==> src/shared/event_decode_pkg.sv <==
// Event codes, unit masks and timing counts for the event decoder.
// Assumes both the decoder and its idle tracker import this package.
package event_decode_pkg;

  // ----------------------------------------------------------------
  // Event selection codes
  // ----------------------------------------------------------------
  localparam logic [7:0] CODE_DISAMB = 8'h09;
  localparam logic [7:0] CODE_WALK = 8'h0C;
  localparam logic [7:0] CODE_FP_UOP = 8'h10;
  localparam logic [7:0] CODE_FP_HELP = 8'h11;
  localparam logic [7:0] CODE_PRODUCT = 8'h12;
  localparam logic [7:0] CODE_QUOTIENT = 8'h13;
  localparam logic [7:0] CODE_DIV_BUSY = 8'h14;
  localparam logic [7:0] CODE_DIV_IDLE = 8'h18;
  localparam logic [7:0] CODE_BYPASS = 8'h19;

  // ----------------------------------------------------------------
  // Unit masks
  // ----------------------------------------------------------------
  localparam logic [7:0] MASK_NONE = 8'h00;
  localparam logic [7:0] MASK_FIRST = 8'h01;
  localparam logic [7:0] MASK_SECOND = 8'h02;

  // ----------------------------------------------------------------
  // Timing counts in core cycles, and the widths of their counters
  // ----------------------------------------------------------------
  localparam int MISPREDICT_PENALTY = 20;
  localparam int PENALTY_W = 5;
  localparam int L1_HIT_LATENCY = 3;
  localparam int LOAD_W = 2;

  // ----------------------------------------------------------------
  // Decoded event kinds
  // ----------------------------------------------------------------
  typedef enum logic [3:0] {
    EV_NONE,
    EV_DISAMB_RESET,
    EV_DISAMB_OK,
    EV_WALK_COUNT,
    EV_WALK_CYCLES,
    EV_FP_UOP,
    EV_FP_HELP,
    EV_PRODUCT,
    EV_QUOTIENT,
    EV_DIV_BUSY,
    EV_DIV_IDLE,
    EV_FP_BYPASS
  } event_kind_type;

  // Exact pair match; anything else selects nothing
  function automatic event_kind_type decode_pair(input logic [7:0] code,
                                                 input logic [7:0] mask);
    event_kind_type k;
    k = EV_NONE;
    case ({code, mask})
      {CODE_DISAMB, MASK_FIRST}: k = EV_DISAMB_RESET;
      {CODE_DISAMB, MASK_SECOND}: k = EV_DISAMB_OK;
      {CODE_WALK, MASK_FIRST}: k = EV_WALK_COUNT;
      {CODE_WALK, MASK_SECOND}: k = EV_WALK_CYCLES;
      {CODE_FP_UOP, MASK_NONE}: k = EV_FP_UOP;
      {CODE_FP_HELP, MASK_NONE}: k = EV_FP_HELP;
      {CODE_PRODUCT, MASK_NONE}: k = EV_PRODUCT;
      {CODE_QUOTIENT, MASK_NONE}: k = EV_QUOTIENT;
      {CODE_DIV_BUSY, MASK_NONE}: k = EV_DIV_BUSY;
      {CODE_DIV_IDLE, MASK_NONE}: k = EV_DIV_IDLE;
      {CODE_BYPASS, MASK_NONE}: k = EV_FP_BYPASS;
      default: k = EV_NONE;
    endcase
    return k;
  endfunction

endpackage

==> src/core_event_count_decode.sv <==
// Event selection and occurrence detection for one monitor counter.
// Assumes strobes come from pipeline logic on REF_CLK and that the
// counter adds one in every cycle that COUNT_INC is high.
`timescale 1ns/1ns
module core_event_count_decode
  import event_decode_pkg::*;
#(
  parameter int PENALTY_CYCLES = MISPREDICT_PENALTY,
  parameter int LOAD_LATENCY = L1_HIT_LATENCY
) (
  // Clock and reset
  input wire logic REF_CLK,
  input wire logic RESET_N,
  // Counter programming
  input wire logic [7:0] EVENT_SELECT,
  input wire logic [7:0] UNIT_MASK,
  // Memory ordering strobes
  input wire logic LOAD_UNKNOWN_STORE_OK,
  input wire logic LOAD_COLLIDE_MISPREDICT,
  // Translation walks
  input wire logic WALK_START_DATA,
  input wire logic WALK_START_INSTR,
  input wire logic WALK_ACTIVE,
  // Floating point and arithmetic strobes
  input wire logic FLOAT_COMPUTE_UOP,
  input wire logic PRODUCT_OP,
  input wire logic QUOTIENT_OP,
  input wire logic LATE_FORWARD_FLOAT,
  // Assist causes
  input wire logic DENORMAL_INPUT_ZEROING_FLAG,
  input wire logic TINY_RESULT_FLUSH_FLAG,
  input wire logic VEC_DENORMAL_INPUT,
  input wire logic VEC_UNDERFLOW_RESULT,
  input wire logic STACK_NAN_DENORMAL_LOAD,
  input wire logic STACK_DIVIDE_BY_ZERO,
  input wire logic STACK_UNDERFLOW_OUTPUT,
  // Divider and unit activity
  input wire logic DIV_BUSY,
  input wire logic UOP_DISPATCH,
  input wire logic EXEC_ACTIVE,
  input wire logic LOAD_DISPATCH,
  // Counter side
  output logic COUNT_INC,
  output logic SELECT_VALID,
  output logic DISAMB_FLUSH
);
  import event_decode_pkg::*;

  typedef struct packed {
    event_kind_type kind;
    logic [PENALTY_W-1:0] flush_cnt;
  } state_type;

  state_type s_q;
  state_type s_d;
  logic div_idle;
  logic float_help;
  logic walk_start;

  // ----------------------------------------------------------------
  // Divider idle tracking
  // ----------------------------------------------------------------
  div_idle_track #(
    .LOAD_LATENCY(LOAD_LATENCY)
  ) u_idle (
    .clk(REF_CLK),
    .rst_n(RESET_N),
    .div_busy(DIV_BUSY),
    .uop_dispatch(UOP_DISPATCH),
    .exec_active(EXEC_ACTIVE),
    .load_dispatch(LOAD_DISPATCH),
    .div_idle(div_idle)
  );

  // ----------------------------------------------------------------
  // Next state
  // ----------------------------------------------------------------
  // Selection is registered so the wide compare stays off the strobe path
  always_comb begin
    s_d = s_q;
    s_d.kind = decode_pair(EVENT_SELECT, UNIT_MASK);
    if (LOAD_COLLIDE_MISPREDICT) begin
      s_d.flush_cnt = PENALTY_W'(PENALTY_CYCLES);
    end else if (s_q.flush_cnt != '0) begin
      s_d.flush_cnt = s_q.flush_cnt - 1'b1;
    end
  end

  always_ff @(posedge REF_CLK or negedge RESET_N) begin
    if (!RESET_N) begin
      s_q <= '{kind: EV_NONE, flush_cnt: '0};
    end else begin
      s_q <= s_d;
    end
  end

  // ----------------------------------------------------------------
  // Occurrence terms
  // ----------------------------------------------------------------
  // vector and stack assist causes
  assign float_help =
    (VEC_DENORMAL_INPUT && !DENORMAL_INPUT_ZEROING_FLAG) ||
    (VEC_UNDERFLOW_RESULT && !TINY_RESULT_FLUSH_FLAG) ||
    STACK_NAN_DENORMAL_LOAD || STACK_DIVIDE_BY_ZERO ||
    STACK_UNDERFLOW_OUTPUT;
  assign walk_start = WALK_START_DATA || WALK_START_INSTR;
  assign DISAMB_FLUSH = (s_q.flush_cnt != '0);
  assign SELECT_VALID = (s_q.kind != EV_NONE);

  // Strobes pass straight through so the count lands in their own cycle, except the mispredict strobe, counted in the cycles after it
  // same-cycle increment
  always_comb begin
    case (s_q.kind)
      EV_DISAMB_RESET: COUNT_INC = DISAMB_FLUSH;
      EV_DISAMB_OK: COUNT_INC = LOAD_UNKNOWN_STORE_OK;
      EV_WALK_COUNT: COUNT_INC = walk_start;
      EV_WALK_CYCLES: COUNT_INC = WALK_ACTIVE;
      EV_FP_UOP: COUNT_INC = FLOAT_COMPUTE_UOP;
      EV_FP_HELP: COUNT_INC = float_help;
      EV_PRODUCT: COUNT_INC = PRODUCT_OP;
      EV_QUOTIENT: COUNT_INC = QUOTIENT_OP;
      EV_DIV_BUSY: COUNT_INC = DIV_BUSY;
      EV_DIV_IDLE: COUNT_INC = div_idle;
      EV_FP_BYPASS: COUNT_INC = LATE_FORWARD_FLOAT;
      default: COUNT_INC = 1'b0;
    endcase
  end

  // ----------------------------------------------------------------
  // Checks
  // ----------------------------------------------------------------
  AST_WALK_SELECT: assert property (
    @(posedge REF_CLK) disable iff (!RESET_N)
    (EVENT_SELECT == CODE_WALK && UNIT_MASK == MASK_SECOND)
    |=> (s_q.kind == EV_WALK_CYCLES && (COUNT_INC == WALK_ACTIVE)))
    else $error("walk cycle selection not applied");

  AST_NO_MATCH_QUIET: assert property (
    @(posedge REF_CLK) disable iff (!RESET_N)
    !SELECT_VALID |-> !COUNT_INC)
    else $error("increment without a valid selection");

  AST_FLUSH_LENGTH: assert property (
    @(posedge REF_CLK) disable iff (!RESET_N)
    LOAD_COLLIDE_MISPREDICT |=> (s_q.flush_cnt == 5'h14) ##19 DISAMB_FLUSH)
    else $error("flush window shorter than the penalty");

  AST_FLUSH_ENDS: assert property (
    @(posedge REF_CLK) disable iff (!RESET_N)
    (s_q.flush_cnt == 5'h01 && !LOAD_COLLIDE_MISPREDICT) |=> !DISAMB_FLUSH)
    else $error("flush window longer than the penalty");

  AST_FLUSH_COUNTS: assert property (
    @(posedge REF_CLK) disable iff (!RESET_N)
    (s_q.kind == EV_DISAMB_RESET && $past(LOAD_COLLIDE_MISPREDICT))
    |-> COUNT_INC)
    else $error("flush cycle not counted");

  AST_VEC_ZEROING_MASKS: assert property (
    @(posedge REF_CLK) disable iff (!RESET_N)
    (s_q.kind == EV_FP_HELP && VEC_DENORMAL_INPUT &&
     DENORMAL_INPUT_ZEROING_FLAG && !VEC_UNDERFLOW_RESULT &&
     !STACK_NAN_DENORMAL_LOAD && !STACK_DIVIDE_BY_ZERO &&
     !STACK_UNDERFLOW_OUTPUT) |-> !COUNT_INC)
    else $error("assist counted while zeroing flag set");

  AST_STACK_ASSIST: assert property (
    @(posedge REF_CLK) disable iff (!RESET_N)
    (s_q.kind == EV_FP_HELP && STACK_DIVIDE_BY_ZERO) |-> COUNT_INC)
    else $error("stack assist missed");

  AST_WALK_START: assert property (
    @(posedge REF_CLK) disable iff (!RESET_N)
    (s_q.kind == EV_WALK_COUNT && WALK_START_INSTR) |-> COUNT_INC)
    else $error("instruction walk start missed");

  AST_PRODUCT: assert property (
    @(posedge REF_CLK) disable iff (!RESET_N)
    (s_q.kind == EV_PRODUCT) |-> (COUNT_INC == PRODUCT_OP))
    else $error("multiply count mismatch");

  AST_IDLE_NOT_BUSY: assert property (
    @(posedge REF_CLK) disable iff (!RESET_N)
    (s_q.kind == EV_DIV_IDLE && (!DIV_BUSY || LOAD_DISPATCH))
    |-> !COUNT_INC)
    else $error("idle counted while divider free or load active");

  COV_FLUSH: cover property (
    @(posedge REF_CLK) disable iff (!RESET_N)
    s_q.kind == EV_DISAMB_RESET && LOAD_COLLIDE_MISPREDICT ##1 COUNT_INC);

  COV_IDLE: cover property (
    @(posedge REF_CLK) disable iff (!RESET_N)
    s_q.kind == EV_DIV_IDLE && COUNT_INC);

  COV_ASSIST: cover property (
    @(posedge REF_CLK) disable iff (!RESET_N)
    s_q.kind == EV_FP_HELP && VEC_UNDERFLOW_RESULT && COUNT_INC);

endmodule

==> src/div_idle_track.sv <==
// Divider idle tracker: flags cycles where only the divider works.
// Assumes all strobes come from core logic on the same clock.
`timescale 1ns/1ns
module div_idle_track
  import event_decode_pkg::*;
#(
  parameter int LOAD_LATENCY = L1_HIT_LATENCY
) (
  // Clock and reset
  input wire logic clk,
  input wire logic rst_n,
  // Core activity
  input wire logic div_busy,
  input wire logic uop_dispatch,
  input wire logic exec_active,
  input wire logic load_dispatch,
  // Result
  output logic div_idle
);
  import event_decode_pkg::*;

  typedef struct packed {
    logic busy_prev;
    logic seen_after;
    logic [LOAD_W-1:0] load_cnt;
  } track_type;

  track_type s_q;
  track_type s_d;
  logic load_now;

  // ----------------------------------------------------------------
  // Next state
  // ----------------------------------------------------------------
  // Work dispatched before the divider started is ignored on purpose
  always_comb begin
    s_d = s_q;
    s_d.busy_prev = div_busy;
    if (div_busy && !s_q.busy_prev) begin
      s_d.seen_after = uop_dispatch;
    end else if (div_busy && uop_dispatch) begin
      s_d.seen_after = 1'b1;
    end else if (!div_busy) begin
      s_d.seen_after = 1'b0;
    end
    if (div_busy && load_dispatch) begin
      s_d.load_cnt = LOAD_W'(LOAD_LATENCY - 1);
    end else if (s_q.load_cnt != '0) begin
      s_d.load_cnt = s_q.load_cnt - 1'b1;
    end
  end

  always_ff @(posedge clk or negedge rst_n) begin
    if (!rst_n) begin
      s_q <= '0;
    end else begin
      s_q <= s_d;
    end
  end

  assign load_now = (div_busy && load_dispatch) || (s_q.load_cnt != '0);
  assign div_idle = div_busy && !load_now &&
                    !(exec_active && (s_d.seen_after || s_q.seen_after));

  // ----------------------------------------------------------------
  // Checks
  // ----------------------------------------------------------------
  AST_LOAD_BLOCKS: assert property (
    @(posedge clk) disable iff (!rst_n)
    (div_busy && load_dispatch) |-> !div_idle ##1 (!div_busy || !div_idle))
    else $error("idle flagged during an assumed load hit");

  AST_IDLE_NEEDS_BUSY: assert property (
    @(posedge clk) disable iff (!rst_n)
    div_idle |-> div_busy)
    else $error("idle flagged without divider busy");

endmodule
==> config.mk <==
export PLATFORM = sky130hd
export DESIGN_NAME = core_event_count_decode
export DESIGN_NICKNAME = d
export VERILOG_FILES = /design/src/shared/event_decode_pkg.sv /design/src/core_event_count_decode.sv /design/src/div_idle_track.sv
export SDC_FILE = /design/constraint.sdc
export NUM_CORES = 1
export LEC_CHECK = 0
export BUFFER_PORTS_ARGS = -buffer_cell sky130_fd_sc_hd__buf_2
export CORE_ASPECT_RATIO = 0.7
export CORE_MARGIN = 5
export CORE_UTILIZATION = 45
export DETAILED_ROUTE_END_ITERATION = 12
export GPL_TIMING_DRIVEN = 0
export PLACE_DENSITY = 0.85
export SYNTH_ARGS = -nofsm -noshare
export SYNTH_HDL_FRONTEND = slang
export SYNTH_SLANG_ARGS = --single-unit
==> constraint.sdc <==
create_clock -name REF_CLK -period 3.55 [get_ports REF_CLK]
set_input_delay 0.1775 -clock REF_CLK [delete_from_list [all_inputs] [get_ports REF_CLK]]
set_output_delay 0.1775 -clock REF_CLK [all_outputs]
set_load 0.02 [all_outputs]
==> results.py <==
metrics = {
    "status": {
        "outcome": "finished, final reports clean",
    },
    "synth": {
        "yosysTopAreaCell": "dfrtp_1",
        "synth_seq_area_share_pct": 38.5,
        "syn_nets": 133,
        "ys_warn_count": 0,
        "yosys-top-cells-area": "dfrtp_1 (38%), nand2b_1 (4.4%), a21oi_1 (3.6%)",
        "synth_edf_count": 0,
        "synth_area_sq_um": 846,
        "synth-main-ff-cell": "dfrtp_1",
        "syn_area_per_cell_sq_um": 9.09,
        "synth_cell_types": 36,
        "synth-seq-cells": 13,
        "synth_commonest_cells": "dfrtp_1 (13), inv_1 (8), nor2_1 (8), a21oi_1 (6), nand2b_1 (6)",
        "netlist.area_leader.share_pct": 38.5,
        "async_flop_share_pct": 100,
        "yosysMostFrequentCell": "dfrtp_1",
        "synthesis.instances": 93,
    },
    "timing": {
        "finClkSkew_ns": 0.00398,
        "final_hold_viol_count": 0,
        "finalSetupViolCount": 0,
        "max_freq_ghz": 0.445,
        "min_period_over_period_pct": 63.3,
        "finalCriticalPeriod_ns": 2.25,
        "slew_headroom_pct": 73.3,
        "slew_viol_final": 0,
        "setup_ws_ns": 1.30,
        "fin_setup_tns_ns": 0,
        "rsz0062_at_grt": "false",
        "worst_slew_pin_slew_ns": 0.399,
    },
    "clock_tree": {
        "clk_latency_ns": 0.27,
        "cts_setup_buffers": 0,
        "cts_made_buffers": 3,
        "cts_tree": "built",
        "clock-sinks": 13,
        "root_buffer": "clkbuf_4",
        "cts_hold_buf": 1,
        "htreeDepth": 1,
        "cts_max_path_buffers": 2,
        "cts_resized": 0,
        "path_clk_slew_ns": 0.08,
    },
    "grt": {
        "grt_pass1_wl_um": 3330,
        "grtUsageTotal_pct": 15.6,
        "grt_antenna_before_repair": 0,
        "first_global_vias": 874,
        "grt_overflow_total": 0,
        "grt_max_degree": 14,
    },
    "floorplanning": {
        "core-area_sq_um": 1820,
        "rows": 13,
        "ioPinCount": 41,
        "initial_core_util_pct": 46.4,
        "die_h_um": 46.3,
        "die_area_sq_um": 2860,
        "die_x_um": 61.8,
    },
    "pwr": {
        "combPwrFrac_pct": 31.3,
        "p_clk_share_pct": 22.2,
        "powerDensity_nw_per_um2": 356,
        "pwr-share-seq_pct": 46.5,
        "switchingPower_uw": 122,
        "finalPower_uw": 395,
        "peakVddDrop_uv": 164,
        "cellLeakagePower_nw": 0.513,
        "cell_internal_pwr_uw": 273,
        "swShare_pct": 30.9,
    },
    "routing": {
        "ant_nets": 0,
        "vias": 898,
        "wire_per_inst_um": 13.4,
        "first_pass_iters": 4,
        "drt_iter0_markers": 42,
        "totalWireLength_um": 2140,
        "vias_per_cell": 5.61,
        "drcViolationCount": 0,
    },
    "cells_and_area": {
        "nets": 179,
        "antenna_cells": 0,
        "layout-drive-gt1-share_pct": 34.8,
        "fillers": 161,
        "syn_to_final_growth_pct": 31.2,
    },
    "worst_setup_path": {
        "cp-start-kind": "register",
        "arrival_ns": 2.07,
        "worstPathRequired_ns": 3.37,
        "worst-path-max-fanout": 5,
        "worst-setup-path-type": "reg -> out",
        "setup.worst_path.end_class": "primary output",
    },
    "run": {
        "cap_violations": 0,
    },
    "placement": {
        "gp_congestion": 0.863,
        "dp_slack_ns": 1.62,
        "port_buffers": 40,
        "hpwl_um": 1800,
    },
    "hold_path": {
        "min_path_type": "in -> reg",
    },
}
==> registers in the layout, summed over array words and instances (netlist names) <==
register,count
s_q,9
u_idle.s_q,4
==> metrics by stage <==
step / utilization, % / hold slack, ns / instance area (sq um) / std cells
after floorplan: - / -0.118 / 846 / 93
after global placement: 58.9 / 0.0632 / 1070 / 155
after detailed placement: 58.9 / 0.0672 / 1070 / 155
after CTS: 60.9 / 0.0845 / 1110 / 160
after global routing: 60.9 / 0.0850 / 1110 / 160
final: 60.9 / 0.0879 / 1110 / 160
==> power groups by stage <==
stage	Clock [mW]	Sequential, mW	Combinational, mW
2_1_floorplan	0	0.182	0.0728
3_3_place_gp	0	0.183	0.108
3_5_place_dp	0	0.186	0.123
4_1_cts	0.0896	0.183	0.125
5_1_grt	0.0948	0.186	0.140
6_report	0.0877	0.184	0.124
==> metal layers <==
metal  GRT usage (%)  vias to the layer above  wire, um
met5               0                        -         0
met4            6.36                        0        11
met3            1.12                        2       201
met2            29.2                       35      1040
met1            18.2                      420       880
li1                -                      441         -
==> layout by cell type, fill, tap and decap left out, drive strengths merged, types with 2 or more instances in the layout <==
master	synthesis	routed
a21oi	6	6
nand2b	6	6
nor3b	3	3
dfrtp	13	13
nor2	8	8
clkbuf	0	4
xnor2	3	3
nor2b	2	2
a31oi	3	3
buf	1	41
mux2i	3	3
a32oi	2	2
inv	8	8
nand3	3	3
nor3	5	5
o32ai	2	2
ha	2	2
o21ai	6	6
==> kinds of logic (layout without fill, tap and decap cells) <==
logic type               Yosys count  in the layout  share of synthesized area [%]
AO/OA/AOI/OAI                     26             26                           21.0
XOR/XNOR                           4              4                           4.14
adder cells (fa/ha/maj)            2              2                           2.96
buffers and inverters              9             54                           4.14
flip-flops                        13             13                           38.5
multiplexers                       3              3                           3.55
AND/OR/NAND/NOR                   36             36                           25.7
==> layout make-up <==
type,instances,area [sq um],share of cell area (%)
plain buffers,1,5.00,0.451
inverters,8,30.0,2.71
flip-flops and latches,13,325,29.3
well taps,22,27.5,2.48
clock buffers,4,26.3,2.37
repair buffers,41,210,18.9
multi-input cells,71,485,43.7
==> critical path, cell delays in order, from the launching register on <==
cell	delay, ns
dfrtp_1	0.38
inv_1	0.09
ha_1	0.18
nand2b_1	0.11
nor3_2	0.33
nor3b_1	0.12
o32ai_1	0.27
o22ai_1	0.14
buf_2	0.18
==> final timing paths <==
path	slack (ns)	to	cells past startpoint	startpoint
max	1.30	COUNT_INC	8	s_q[0]$_DFFE_PN0P_
min	0.09	u_idle.s_q[3]$_DFF_PN0_	1	DIV_BUSY
max reg2reg	2.00	s_q[1]$_DFFE_PN0P_	6	s_q[0]$_DFFE_PN0P_
min reg2reg	0.53	u_idle.s_q[2]$_DFF_PN0_	2	u_idle.s_q[3]$_DFF_PN0_
max in group asynchronous	3.00	s_q[7]$_DFF_PN0_	2	RESET_N
min in group asynchronous	0.33	u_idle.s_q[2]$_DFF_PN0_	2	RESET_N
No activity file was read; power rests on OpenSTA's default activity.
